**src/rtl/mmiosu_pkg.sv**
```systemverilog
// Constants, register map and types of the molding machine I/O signal unit.
// Assumes a 10 MHz system clock and a 32-bit APB register bus.
package mmiosu_pkg;

    localparam int ADDR_W  = 8;
    localparam int DATA_W  = 32;
    localparam int NUM_IN  = 4;
    localparam int NUM_CH  = 8;
    localparam int NUM_OUT = 8;

    // Input order on the synchroniser
    localparam int IN_START = 0;
    localparam int IN_ACLR  = 1;
    localparam int IN_CTRL  = 2;
    localparam int IN_CCLR  = 3;

    // Output function order
    localparam int OUT_ALARM  = 0;
    localparam int OUT_GOOD   = 1;
    localparam int OUT_SHOT   = 2;
    localparam int OUT_PROD   = 3;
    localparam int OUT_CONT   = 4;
    localparam int OUT_AEN    = 5;
    localparam int OUT_SWITCH = 6;
    localparam int OUT_MOLD   = 7;

    // Register offsets
    localparam logic [ADDR_W-1:0] OFS_CTRL   = 8'h00;
    localparam logic [ADDR_W-1:0] OFS_OUTCFG = 8'h04;
    localparam logic [ADDR_W-1:0] OFS_TARGET = 8'h08;
    localparam logic [ADDR_W-1:0] OFS_CLIMIT = 8'h0c;
    localparam logic [ADDR_W-1:0] OFS_STATUS = 8'h10;
    localparam logic [ADDR_W-1:0] OFS_GOOD   = 8'h14;
    localparam logic [ADDR_W-1:0] OFS_CONSEC = 8'h18;

    // Control register fields
    localparam int CTRL_MON_EN   = 0;
    localparam int CTRL_XCLR_EN  = 1;
    localparam int CTRL_TRIG_LSB = 2;
    localparam int CTRL_EDGE_LSB = 4;
    localparam int CTRL_FUNC_LSB = 8;

    // Output configuration fields
    localparam int OCF_SENSE_LSB = 0;
    localparam int OCF_ATRIG_LSB = 8;
    localparam int OCF_GTRIG_LSB = 10;
    localparam int OCF_SW_ANY    = 12;
    localparam int OCF_MO_ANY    = 13;
    localparam int OCF_SWSEL_LSB = 16;
    localparam int OCF_MOSEL_LSB = 24;

    // Writable bits and reset values
    localparam logic [DATA_W-1:0] CTRL_MASK   = 32'h0000_03ff;
    localparam logic [DATA_W-1:0] OUTCFG_MASK = 32'hffff_3fff;
    localparam logic [DATA_W-1:0] TARGET_MASK = 32'h0000_ffff;
    localparam logic [DATA_W-1:0] CLIMIT_MASK = 32'h0000_00ff;
    localparam logic [DATA_W-1:0] CTRL_RST    = 32'h0000_0004;
    localparam logic [DATA_W-1:0] OUTCFG_RST  = 32'h0000_0500;
    localparam logic [DATA_W-1:0] TARGET_RST  = 32'h0000_0000;
    localparam logic [DATA_W-1:0] CLIMIT_RST  = 32'h0000_0000;

    // Shot end pulse width
    localparam int CLK_NS         = 100;
    localparam int SHOT_PULSE_NS  = 10000;
    localparam int SHOT_PULSE_CYC = (SHOT_PULSE_NS + CLK_NS - 1) / CLK_NS;

    typedef enum logic [1:0] {
        MMIOSU_FN_TRIG,
        MMIOSU_FN_ALARM,
        MMIOSU_FN_SAVE,
        MMIOSU_FN_NONE
    } mmiosu_func_t;

endpackage

```
**src/rtl/mmiosu_edge_if.sv**
```systemverilog
// Carries settled levels and edge pulses of the external inputs.
// Assumes producer and consumer share one clock.
`timescale 1ns/1ps
`default_nettype none
interface mmiosu_edge_if;
    logic [mmiosu_pkg::NUM_IN-1:0] lvl;
    logic [mmiosu_pkg::NUM_IN-1:0] rise;
    logic [mmiosu_pkg::NUM_IN-1:0] fall;
    modport src (output lvl, rise, fall);
    modport dst (input lvl, rise, fall);
endinterface
`default_nettype wire

```
**src/rtl/mmiosu_edge_sync.sv**
```systemverilog
// Three-stage synchroniser and edge detector for the external inputs.
// Assumes raw pins are asynchronous to ref_clk.
`timescale 1ns/1ps
`default_nettype none
module mmiosu_edge_sync (
    input  wire logic                          ref_clk,
    input  wire logic                          rst_b,
    input  wire logic [mmiosu_pkg::NUM_IN-1:0] raw_in,
    mmiosu_edge_if.src                         edges
);
    import mmiosu_pkg::*;

    logic [NUM_IN-1:0] s1_q, s2_q, s3_q, lvl_q, prv_q;
    logic [NUM_IN-1:0] lvl_d;

    // Level moves only when stages two and three agree
    always_comb begin
        lvl_d = (~(s2_q ^ s3_q) & s3_q) | ((s2_q ^ s3_q) & lvl_q); // [RULE19]
    end

    always_ff @(posedge ref_clk or negedge rst_b) begin
        if (!rst_b) begin
            s1_q  <= '0;
            s2_q  <= '0;
            s3_q  <= '0;
            lvl_q <= '0;
            prv_q <= '0;
        end else begin
            s1_q  <= raw_in;
            s2_q  <= s1_q;
            s3_q  <= s2_q;
            lvl_q <= lvl_d;
            prv_q <= lvl_q;
        end
    end

    assign edges.lvl  = lvl_q;
    assign edges.rise = lvl_q & ~prv_q; // [RULE19]
    assign edges.fall = ~lvl_q & prv_q; // [RULE19]

endmodule
`default_nettype wire

```
**src/rtl/mmiosu_top.sv**
```systemverilog
// Discrete I/O signal unit facing an injection molding machine.
// Assumes shot results and channel threshold flags come from logic on ref_clk.
// Notes on behaviour
// [RULE1] Start measurement on the chosen rising or falling edge of start input.
// [RULE2] Start input carries a trigger number from one to three; the code also passes zero from the control register.
// [RULE3] Alarm clear edge clears the alarm only when external clearing is on.
// [RULE4] Alarm clear input has its own edge selection.
// [RULE5] Control input edge disables the configured function.
// [RULE6] Control function picks one of trigger, alarm or save inhibit.
// [RULE7] Continuous alarm clear edge clears the continuous alarm.
// [RULE8] Each output is normally open or normally closed.
// [RULE9] Alarm output asserts on an alarm for its trigger number.
// [RULE10] Shot end output pulses on each completed shot.
// [RULE11] Good shots are counted; product complete asserts at target.
// [RULE12] Continuous error asserts when consecutive alarms reach the limit.
// [RULE13] Alarm enable output is on while monitoring is enabled.
// [RULE14] All-channels switchover needs every selected channel above threshold.
// [RULE15] Any-channel switchover needs one selected channel above threshold.
// [RULE16] All-channels mold open needs every selected channel below threshold.
// [RULE17] Any-channel mold open needs one selected channel below threshold.
// [RULE18] Good-shot output asserts on a clean shot of its trigger number.
// [RULE19] Inputs are synchronised; edges compare current and previous level.
// [RULE20] Consecutive count clears on a clean shot and on continuous clear.
//
// The register offsets and the APB interface to the registers were decided locally.
`timescale 1ns/1ps
`default_nettype none
module mmiosu_top (
    input  wire logic                          ref_clk,
    input  wire logic                          rst_b,
    input  wire logic                          psel,
    input  wire logic                          penable,
    input  wire logic                          pwrite,
    input  wire logic [mmiosu_pkg::ADDR_W-1:0] paddr,
    input  wire logic [mmiosu_pkg::DATA_W-1:0] pwdata,
    output logic      [mmiosu_pkg::DATA_W-1:0] prdata,
    output logic                               pready,
    output logic                               pslverr,
    input  wire logic                          start_trig_in,
    input  wire logic                          alarm_clr_in,
    input  wire logic                          control_in,
    input  wire logic                          cont_clr_in,
    input  wire logic                          shot_done,
    input  wire logic                          shot_alarm,
    input  wire logic [1:0]                    shot_trig,
    input  wire logic [mmiosu_pkg::NUM_CH-1:0] ch_above,
    input  wire logic [mmiosu_pkg::NUM_CH-1:0] ch_below,
    output logic                               meas_start,
    output logic      [1:0]                    meas_trig_num,
    output logic                               save_inhibit,
    output logic                               alarm_out,
    output logic                               good_shot_out,
    output logic                               shot_end_out,
    output logic                               product_done_out,
    output logic                               cont_error_out,
    output logic                               alarm_enable_out,
    output logic                               fill_to_pack_switchover_out,
    output logic                               mold_open_out
);
    import mmiosu_pkg::*;

    mmiosu_edge_if edges ();

    mmiosu_edge_sync u_sync (
        .ref_clk (ref_clk),
        .rst_b   (rst_b),
        .raw_in  ({cont_clr_in, control_in, alarm_clr_in, start_trig_in}),
        .edges   (edges)
    );

    // Register bus and configuration state
    logic [DATA_W-1:0] ctrl_q, ctrl_d, ocfg_q, ocfg_d;
    logic [DATA_W-1:0] tgt_q, tgt_d, clim_q, clim_d;
    logic [DATA_W-1:0] prdata_q, prdata_d, rmux;
    logic              ack_q, ack_d;
    logic              access, addr_ok, wr_en, good_clr;

    // Event state
    logic               meas_q, meas_d;
    logic               inh_q, inh_d;
    logic               alm_q, alm_d;
    logic               gsh_q, gsh_d;
    logic               cerr_q, cerr_d;
    logic [7:0]         pcnt_q, pcnt_d;
    logic [15:0]        good_q, good_d;
    logic [7:0]         cons_q, cons_d;
    logic [NUM_OUT-1:0] port_q, port_d;

    // Decoded configuration
    logic               mon_en, xclr_en;
    logic [NUM_IN-1:0]  fall_sel, hit, opp;
    mmiosu_func_t       func;
    logic               trig_inh, alarm_inh;
    logic [1:0]         atrig, gtrig;
    logic [NUM_OUT-1:0] sense, fn;
    logic [NUM_CH-1:0]  sw_sel, mo_sel;
    logic               alarmed, clean, prod_done, cons_hit;
    logic [7:0]         cons_inc;

    assign mon_en    = ctrl_q[CTRL_MON_EN];
    assign xclr_en   = ctrl_q[CTRL_XCLR_EN];
    assign fall_sel  = ctrl_q[CTRL_EDGE_LSB +: NUM_IN];
    assign func      = mmiosu_func_t'(ctrl_q[CTRL_FUNC_LSB +: 2]);
    assign atrig     = ocfg_q[OCF_ATRIG_LSB +: 2];
    assign gtrig     = ocfg_q[OCF_GTRIG_LSB +: 2];
    assign sense     = ocfg_q[OCF_SENSE_LSB +: NUM_OUT];
    assign sw_sel    = ocfg_q[OCF_SWSEL_LSB +: NUM_CH];
    assign mo_sel    = ocfg_q[OCF_MOSEL_LSB +: NUM_CH];

    // Each input picks its own edge; the opposite edge ends a control inhibit
    assign hit = (edges.fall & fall_sel) | (edges.rise & ~fall_sel); // [RULE1] [RULE4]
    assign opp = (edges.rise & fall_sel) | (edges.fall & ~fall_sel);

    assign trig_inh  = inh_q && (func == MMIOSU_FN_TRIG);  // [RULE6]
    assign alarm_inh = inh_q && (func == MMIOSU_FN_ALARM); // [RULE6]

    // APB: one wait state so read data comes from a flop
    assign access  = psel && penable;
    assign addr_ok = (paddr[1:0] == 2'h0) && (paddr <= OFS_CONSEC);
    assign pready  = access && ack_q;
    assign pslverr = pready && !addr_ok;
    assign wr_en   = pready && pwrite && addr_ok;
    assign prdata  = prdata_q;
    assign good_clr = wr_en && (paddr == OFS_GOOD);

    always_comb begin
        case (paddr)
            OFS_CTRL:   rmux = ctrl_q;
            OFS_OUTCFG: rmux = ocfg_q;
            OFS_TARGET: rmux = tgt_q;
            OFS_CLIMIT: rmux = clim_q;
            OFS_STATUS: rmux = {20'h0_0000, meas_trig_num, save_inhibit, alarm_inh, trig_inh,
                                prod_done, cerr_q, alm_q, edges.lvl};
            OFS_GOOD:   rmux = {16'h0000, good_q};
            OFS_CONSEC: rmux = {24'h00_0000, cons_q};
            default:    rmux = '0;
        endcase
    end

    always_comb begin
        ack_d    = access && !ack_q;
        prdata_d = (access && !ack_q && !pwrite) ? rmux : prdata_q;
        ctrl_d   = ctrl_q;
        ocfg_d   = ocfg_q;
        tgt_d    = tgt_q;
        clim_d   = clim_q;
        if (wr_en) begin
            case (paddr)
                OFS_CTRL:   ctrl_d = pwdata & CTRL_MASK;
                OFS_OUTCFG: ocfg_d = pwdata & OUTCFG_MASK;
                OFS_TARGET: tgt_d  = pwdata & TARGET_MASK;
                OFS_CLIMIT: clim_d = pwdata & CLIMIT_MASK;
                default:    ;
            endcase
        end
    end

    always_ff @(posedge ref_clk or negedge rst_b) begin
        if (!rst_b) begin
            ack_q    <= 1'b0;
            prdata_q <= '0;
            ctrl_q   <= CTRL_RST;
            ocfg_q   <= OUTCFG_RST;
            tgt_q    <= TARGET_RST;
            clim_q   <= CLIMIT_RST;
        end else begin
            ack_q    <= ack_d;
            prdata_q <= prdata_d;
            ctrl_q   <= ctrl_d;
            ocfg_q   <= ocfg_d;
            tgt_q    <= tgt_d;
            clim_q   <= clim_d;
        end
    end

    // Shot evaluation; alarm zone results arrive from outside
    assign alarmed   = shot_done && shot_alarm && mon_en && !alarm_inh;
    assign clean     = shot_done && !shot_alarm && mon_en && !alarm_inh;
    assign prod_done = (tgt_q[15:0] != 16'h0000) && (good_q >= tgt_q[15:0]);
    assign cons_inc  = (cons_q == 8'hff) ? cons_q : cons_q + 8'h01;
    assign cons_hit  = (clim_q[7:0] != 8'h00) && (cons_inc >= clim_q[7:0]);

    always_comb begin
        meas_d = hit[IN_START] && !trig_inh; // [RULE1] [RULE5]
        // Inhibit holds from the selected edge until the opposite one
        inh_d = hit[IN_CTRL] ? 1'b1 : (opp[IN_CTRL] ? 1'b0 : inh_q); // [RULE5]
        // A new alarm in the clearing cycle wins
        alm_d = alm_q;
        if (xclr_en && hit[IN_ACLR]) begin
            alm_d = 1'b0; // [RULE3]
        end
        if (alarmed && (shot_trig == atrig)) begin
            alm_d = 1'b1; // [RULE9]
        end
        gsh_d = gsh_q;
        if (shot_done && (shot_trig == gtrig)) begin
            gsh_d = clean; // [RULE18]
        end
        // Shot end pulse stretched so a slow machine input can see it
        if (shot_done) begin
            pcnt_d = 8'(SHOT_PULSE_CYC); // [RULE10]
        end else if (pcnt_q != 8'h00) begin
            pcnt_d = pcnt_q - 8'h01;
        end else begin
            pcnt_d = pcnt_q;
        end
        // Good count stops at a nonzero target; a shot in the clearing cycle counts as the first after the clear unless the count had reached the target
        good_d = good_clr ? 16'h0000 : good_q;
        if (clean && !prod_done) begin
            good_d = good_clr ? 16'h0001 : good_q + 16'h0001; // [RULE11]
        end
        cons_d = cons_q;
        cerr_d = cerr_q;
        if (hit[IN_CCLR]) begin
            cons_d = 8'h00; // [RULE20]
            cerr_d = 1'b0;  // [RULE7]
        end
        if (clean) begin
            cons_d = 8'h00; // [RULE20]
        end else if (alarmed) begin
            cons_d = hit[IN_CCLR] ? 8'h01 : cons_inc;
            if (hit[IN_CCLR] ? (clim_q[7:0] == 8'h01) : cons_hit) begin
                cerr_d = 1'b1; // [RULE12]
            end
        end
    end

    // Output functions before sense
    always_comb begin
        fn             = '0;
        fn[OUT_ALARM]  = alm_q;
        fn[OUT_GOOD]   = gsh_q;
        fn[OUT_SHOT]   = (pcnt_q != 8'h00);
        fn[OUT_PROD]   = prod_done;
        fn[OUT_CONT]   = cerr_q;
        fn[OUT_AEN]    = mon_en; // [RULE13]
        if (ocfg_q[OCF_SW_ANY]) begin
            fn[OUT_SWITCH] = |(ch_above & sw_sel); // [RULE15]
        end else begin
            fn[OUT_SWITCH] = (|sw_sel) && (&(ch_above | ~sw_sel)); // [RULE14]
        end
        if (ocfg_q[OCF_MO_ANY]) begin
            fn[OUT_MOLD] = |(ch_below & mo_sel); // [RULE17]
        end else begin
            fn[OUT_MOLD] = (|mo_sel) && (&(ch_below | ~mo_sel)); // [RULE16]
        end
        port_d = fn ^ sense; // [RULE8]
    end

    always_ff @(posedge ref_clk or negedge rst_b) begin
        if (!rst_b) begin
            meas_q <= 1'b0;
            inh_q  <= 1'b0;
            alm_q  <= 1'b0;
            gsh_q  <= 1'b0;
            cerr_q <= 1'b0;
            pcnt_q <= 8'h00;
            good_q <= 16'h0000;
            cons_q <= 8'h00;
            port_q <= '0;
        end else begin
            meas_q <= meas_d;
            inh_q  <= inh_d;
            alm_q  <= alm_d;
            gsh_q  <= gsh_d;
            cerr_q <= cerr_d;
            pcnt_q <= pcnt_d;
            good_q <= good_d;
            cons_q <= cons_d;
            port_q <= port_d;
        end
    end

    assign meas_start    = meas_q;
    assign meas_trig_num = ctrl_q[CTRL_TRIG_LSB +: 2]; // [RULE2]
    assign save_inhibit  = inh_q && (func == MMIOSU_FN_SAVE); // [RULE5]

    assign alarm_out                   = port_q[OUT_ALARM];
    assign good_shot_out               = port_q[OUT_GOOD];
    assign shot_end_out                = port_q[OUT_SHOT];
    assign product_done_out            = port_q[OUT_PROD];
    assign cont_error_out              = port_q[OUT_CONT];
    assign alarm_enable_out            = port_q[OUT_AEN];
    assign fill_to_pack_switchover_out = port_q[OUT_SWITCH];
    assign mold_open_out               = port_q[OUT_MOLD];
endmodule
`default_nettype wire

```
**config.mk**
```make
export PLATFORM = sky130hd
export DESIGN_NAME = mmiosu_top
export DESIGN_NICKNAME = d
export VERILOG_FILES = /design/src/rtl/mmiosu_pkg.sv /design/src/rtl/mmiosu_edge_if.sv /design/src/rtl/mmiosu_edge_sync.sv /design/src/rtl/mmiosu_top.sv
export SDC_FILE = /design/constraint.sdc
export NUM_CORES = 1
export LEC_CHECK = 0
export BUFFER_PORTS_ARGS = -buffer_cell sky130_fd_sc_hd__clkbuf_2
export CORE_ASPECT_RATIO = 2
export CORE_MARGIN = 8
export CORE_UTILIZATION = 45
export DETAILED_ROUTE_END_ITERATION = 12
export GPL_ROUTABILITY_DRIVEN = 0
export PLACE_DENSITY = 0.68
export SLEW_MARGIN = 20
export SYNTH_ARGS = -nofsm -noshare
export SYNTH_HDL_FRONTEND = slang
export SYNTH_SLANG_ARGS = --single-unit
```
**constraint.sdc**
```tcl
create_clock -name ref_clk -period 2.68 [get_ports ref_clk]
set_clock_uncertainty 0.15 [all_clocks]
set_input_delay 0.134 -clock ref_clk [delete_from_list [all_inputs] [get_ports ref_clk]]
set_output_delay 0.134 -clock ref_clk [all_outputs]
set_load 0.005 [all_outputs]
```
# Word level (Yosys, flattened, before mapping)
# Index checks and enable logic that the tools add are counted.
# Widths: inputs -> output; s select.
# totals
reg_bits	162
input_bits	69
output_inout_bits	46
word_cells	138
# op_classes
n_addsub	3
order_cmp	3
n_eq_ne	12
mux	22
n_bitwise	23
reduce_logical	55
# op_table
op	n
$pmux 32 s7	1
$mux 8	7
$mux 16	3
$reduce_or 8->1	4
$logic_and 1x1->1	27
$and 4x4->4	6
$eq 8x5->1 const B	3
$add 16x1->16 const B	1
$and 8x8->8	2
$eq 8x4->1 const B	2
$ge 16x16->1	1
$not 4->4	4
$not 8->8	2
$or 8x8->8	2
$reduce_and 8->1	2
$reduce_bool 16->1	1
$reduce_bool 8->1	2
$mux 1	11
$add 8x1->8 const B	1
$eq 8x1->1 const B	1
$eq 8x3->1 const B	1
$eq 8x8->1 const B	1
$ge 8x8->1	1
$le 8x5->1 const B	1
15 further kinds	31

# Depth between registers and ports, before layout
# logic_depth
depth_word	8
ltp_mapped	12
mapped_depth_nobuf	11

# Modules after synthesis
# Synthesis repeated with hierarchy kept, for this count alone.
# hier_totals
hier_cells	754
hier_area_um2	8126.5
# by_module_without_submodules
module	instances	cells_each	area_per_inst_um2	seq_area_each_um2
mmiosu_top	1	722	7526.0	3557.2
mmiosu_edge_sync	1	32	600.6	500.5

# Worst setup path after synthesis
# No wires, ideal clock.
# synth_path
kind	register to register
start	register cons_q[0]
end	register cerr_q
setup_ns	0.141
arrival_ns	2.287
t_required_ns	2.389
slack_ns	0.102
path_stages_with_launch	13
n_path_buf	1
synth_period_minus_slack_ns	2.578
path_cell_list	dfrtp_1 -> ha_1 -> and2_1 -> clkbuf_1 -> nand4_1 -> xnor2_1 -> ha_1 -> nand2b_1 -> a21o_1 -> a21oi_1 -> o211ai_1 -> a31oi_1 -> o22ai_1
# synth_via
elab_chain_cells	8
elab_cells_between_ends	9
classes_between	add/sub: 1; order compare: 1; eq/ne: 1; mux: 5; reduce/logical: 1
# synth_rtl
item	line	text
from (decl)	mmiosu_top.sv:86	logic [7:0] cons_q, cons_d;
from (signal assigned)	mmiosu_top.sv:269	cons_q <= cons_d;
$add 8x1->8 / $eq 8x8->1 (equally long branches)	mmiosu_top.sv:180	assign cons_inc = (cons_q == 8'hff) ? cons_q : cons_q + 8'h01;
$mux 8 (*)	mmiosu_top.sv:180	
$ge 8x8->1 (*)	mmiosu_top.sv:181	assign cons_hit = (clim_q[7:0] != 8'h00) && (cons_inc >= clim_q[7:0]);
$logic_and 1x1->1 (*)	mmiosu_top.sv:181	
$mux 1 (*) (2 in series)	mmiosu_top.sv:222	if (hit[IN_CCLR] ? (clim_q[7:0] == 8'h01) : cons_hit) begin
$mux 1 (*)	mmiosu_top.sv:220	end else if (alarmed) begin
$mux 1 (*)	mmiosu_top.sv:218	if (clean) begin
named net cerr_d	mmiosu_top.sv:83	logic cerr_q, cerr_d;
to (signal assigned)	mmiosu_top.sv:266	cerr_q <= cerr_d;
to (decl)	mmiosu_top.sv:83	
# Mark *: on every way through the listed nets, which the timed path passes. The rest lies on a longest branch.
# A chain may end at the register's enable or synchronous reset.

# Worst setup path after layout
# layout_path
start	register tgt_q[0]
end	register good_q[7]
# layout_via
elab_chain_cells	5
elab_cells_between_ends	7
classes_between	order compare: 1; mux: 1; reduce/logical: 5
# layout_rtl
item	line	text
from (decl)	mmiosu_top.sv:73	logic [DATA_W-1:0] tgt_q, tgt_d, clim_q, clim_d;
from (signal assigned)	mmiosu_top.sv:171	tgt_q <= tgt_d;
$ge 16x16->1 / $reduce_bool 16->1 (equally long branches)	mmiosu_top.sv:179	assign prod_done = (tgt_q[15:0] != 16'h0000) && (good_q >= tgt_q[15:0]);
$logic_and 1x1->1 (*)	mmiosu_top.sv:179	
$logic_not 1->1 (*)	mmiosu_top.sv:209	if (clean && !prod_done) begin
$logic_and 1x1->1 (*)	mmiosu_top.sv:209	
$mux 16 / $reduce_bool 2->1 (equally long branches)	n/a	
to (signal assigned)	mmiosu_top.sv:268	good_q <= good_d;
to (decl)	mmiosu_top.sv:85	logic [15:0] good_q, good_d;
# Mark *: on every way between the ends. The rest lies on a longest branch, timed or not.

==> metrics.txt <==
status completed; Layout area overhead 26.3%; share of layout cells above drive strength 1 slightly below 30%; min cycle time layout about 2.6 ns; Worst EP required 2.89 ns; max_cap viols 0; row cnt 69; M2 GR Usage 37.9%; synthesized area about 8000 sq um; TritonCTS buffer count 17; initial drt markers approximately 330; Top delay family on crit path compound AO/OA/AOI/OAI gates; I/O pins roughly 120; Vert. Die Dim 206 microns; vias in the first global route between 6000 and 7000; Global Route met1 Usage around a fifth; first-pass GRT wire length about 38000 microns; CTS Buffer Depth 2; commonest non-fill, non-tap cell in the layout dfrtp_1; PortBufs ~110; YS warnings 0; Max Slew Vio Count 0; CTS sink cnt about 160; Post-synth EDFFs 0; Cell Pwr Density approximately 510 nW/um^2; Max-Slew Margin vs Limit 51.4%; Hold Fails Final Rpt 0; Startpoint Class flip-flop; largest net degree at the start of global routing between 60 and 70; Vias per Instance 5.76; Crit Path Class flip-flop to flip-flop; CP peak stage delay around 0.46 ns; M3 GR Usage 4.30%; Vias approximately 6700; Layout Nets slightly above 1000; gr ovfl total 0; peak supply drop approximately 0.39 mV; Worst-Skew Late Latency 0.43 ns; Fmax ~0.38 GHz; Worst-Margin Slew roughly 0.73 ns; final wirelength about 24000 microns; DPL Wire Length around 18000 microns; sequential element share of the synthesized area between 40% and 50%; most utilized layer in the global route result met2; Critical Path Slowest Stage Cell or4_1; Main synth FF type dfrtp_1; die width ~110 microns; Leak Pwr just over 5 nW; asr flop ratio synth between 90% and 100%; setup tns final 0 ns; die area 22900 sq um; unrepaired setup endpoints after global routing yes; commonest non-fill, non-tap cells in the layout dfrtp_1 (159), clkbuf_2 (113), nand2_1 (53), inv_1 (50), buf_4 (50); residual antenna-violating net count after detailed routing 0; WL/cell 20.7 microns; syn nets 836; Syn Area/Cell 11.0 sq um; critical path, cell by cell ha_1, nand2b_1, a2111o_1, a32oi_2, a22oi_2, buf_12, buf_2, or4_1, nand2_1; total power around 5.3 mW; initial antenna violation count 0; CTS tree done; Synth Instances 737; HP Class input pin to flip-flop; crit share post-route a little over nine tenths; Crit path buffers/inverters 2; CP Max Fanout 8; nature of the critical path endpoint flip-flop; H-Tree Depth 4; Initial Utilization 45.7%; Worst Path Arrival 2.85 ns; post-synthesis register bit count between 150 and 200; final setup fails 0; drt pass-1 iters 8; core area approximately 18000 sq um; Clock transition at path regs 0.07 ns; diode count 0; CTS root buf clkbuf_16; GRT Resource Usage Total between 20% and 30%; Synth cell types 59; DRC 0
[registers in the layout (all words and copies together) (netlist names), named ones only]
signal and cells:
ack_q 1, cerr_q 1, port_q 8, ocfg_q 30, alm_q 1, cons_q 8, pcnt_q 8, clim_q 8
u_sync.s2_q 4, prdata 32, tgt_q 16, meas_start 1, inh_q 1, ctrl_q 10, gsh_q 1, good_q 16
u_sync.prv_q 4, u_sync.s3_q 4, u_sync.s1_q 4
[tightest hold or removal path, cell delays in order]
cell and delay (ns):
clkbuf_2 0.14, xor2_1 0.17, o31ai_1 0.10
[worst paths after layout]
kind,startpoint,end,slack [ns],cells after the start
hold / removal,shot_trig[1],alm_q$_DFFE_PN0P_,0.02,3
setup / recovery,tgt_q[0]$_DFFE_PN0P_,good_q[7]$_DFFE_PN0P_,0.04,9
setup reg to reg,tgt_q[0]$_DFFE_PN0P_,good_q[7]$_DFFE_PN0P_,0.04,9
max in group asynchronous,rst_b,ctrl_q[2]$_DFFE_PN1P_,1.50,3
min in group asynchronous,rst_b,ctrl_q[0]$_DFFE_PN0P_,0.07,2
hold reg to reg,u_sync.s1_q[1]$_DFF_PN0_,u_sync.s2_q[1]$_DFF_PN0_,0.20,0
[cells in the mapped netlist, drive strengths merged, types with 5 or more instances]
cell | count | share of area [%]
dfrtp | 159 | 49
mux2 | 71 | 9.8
nand2 | 56 | 2.7
inv | 50 | 2.3
o21ai | 42 | 2.6
a21oi | 39 | 2.4
ha | 30 | 4.6
nor2 | 28 | 1.4
a22o | 27 | 2.9
buf | 21 | 1.9
a22oi | 19 | 1.8
nand3 | 19 | 1.3
xor2 | 16 | 1.7
clkbuf | 12 | 0.55
nor4 | 12 | 1.1
or3 | 11 | 0.85
a221oi | 8 | 0.86
and2 | 8 | 0.62
and3 | 8 | 0.62
nand4 | 8 | 0.62
nand2b | 7 | 0.54
nor3 | 7 | 0.43
nor2b | 6 | 0.46
o31ai | 6 | 0.55
xnor2 | 6 | 0.65
a222oi | 5 | 0.62
o22ai | 5 | 0.38
or4 | 5 | 0.51
[area by class of cell]
type	count	area, sq um
well taps	213	267
fillers	1520	7510
clock inverters	13	146
inverters	50	188
multi-input cells	492	3740
clock buffers	19	453
repair buffers	208	1420
flip-flops and latches	162	4060
[per-stage QoR]
step | cells | hold slack [ns] | utilization, % | area [sq um] | worst slack, ns
floorplan | 737 | -0.312 | - | 8130 | 0.102
global placement | 1078 | -0.0509 | 51.5 | 9160 | 0.0667
detailed placement | 1078 | -0.0437 | 51.5 | 9160 | 0.00367
CTS | 1150 | 0.0116 | 57.2 | 10200 | 0.00197
global route | 1157 | 0.0243 | 57.7 | 10300 | -0.0332
finish | 1157 | 0.0183 | 57.7 | 10300 | 0.0389
[metal layers]
| metal | up-vias | wire (microns) |
|---|---|---|
| met5 | - | 0 |
| met2 | 257 | 12600 |
| met1 | 3257 | 8650 |
| met4 | 0 | 1430 |
| met3 | 80 | 1240 |
| li1 | 3073 | - |
[where the power goes]
| group | leakage (nW) | switching, mW | internal (mW) |
|---|---|---|---|
| combinational | 2.57 | 0.176 | 0.131 |
| clock | 0.292 | 1.03 | 1.44 |
| sequential | 2.17 | 0.0309 | 2.48 |
[cells by family after synthesis]
kind of cell	after synthesis	synth area share (%)
flops	162	49.9
mux	77	11.2
xor+xnor	22	2.37
compound gates	169	13.9
fa+ha+maj	34	5.11
simple gates	190	12.8
buf+inv	83	4.72
[repair_timing]
item | 4_1_cts | 5_1_grt
gates resized for setup | 2 | 10
pin swaps | 0 | 8
endpoints found under the setup margin | 2 | 7
hold buffers | 40 | 0
gates cloned | 0 | 1
hold endpoints to repair | 205 | 0
setup buffers | 0 | 6
Note: power is estimated with default switching activity, not from simulation.
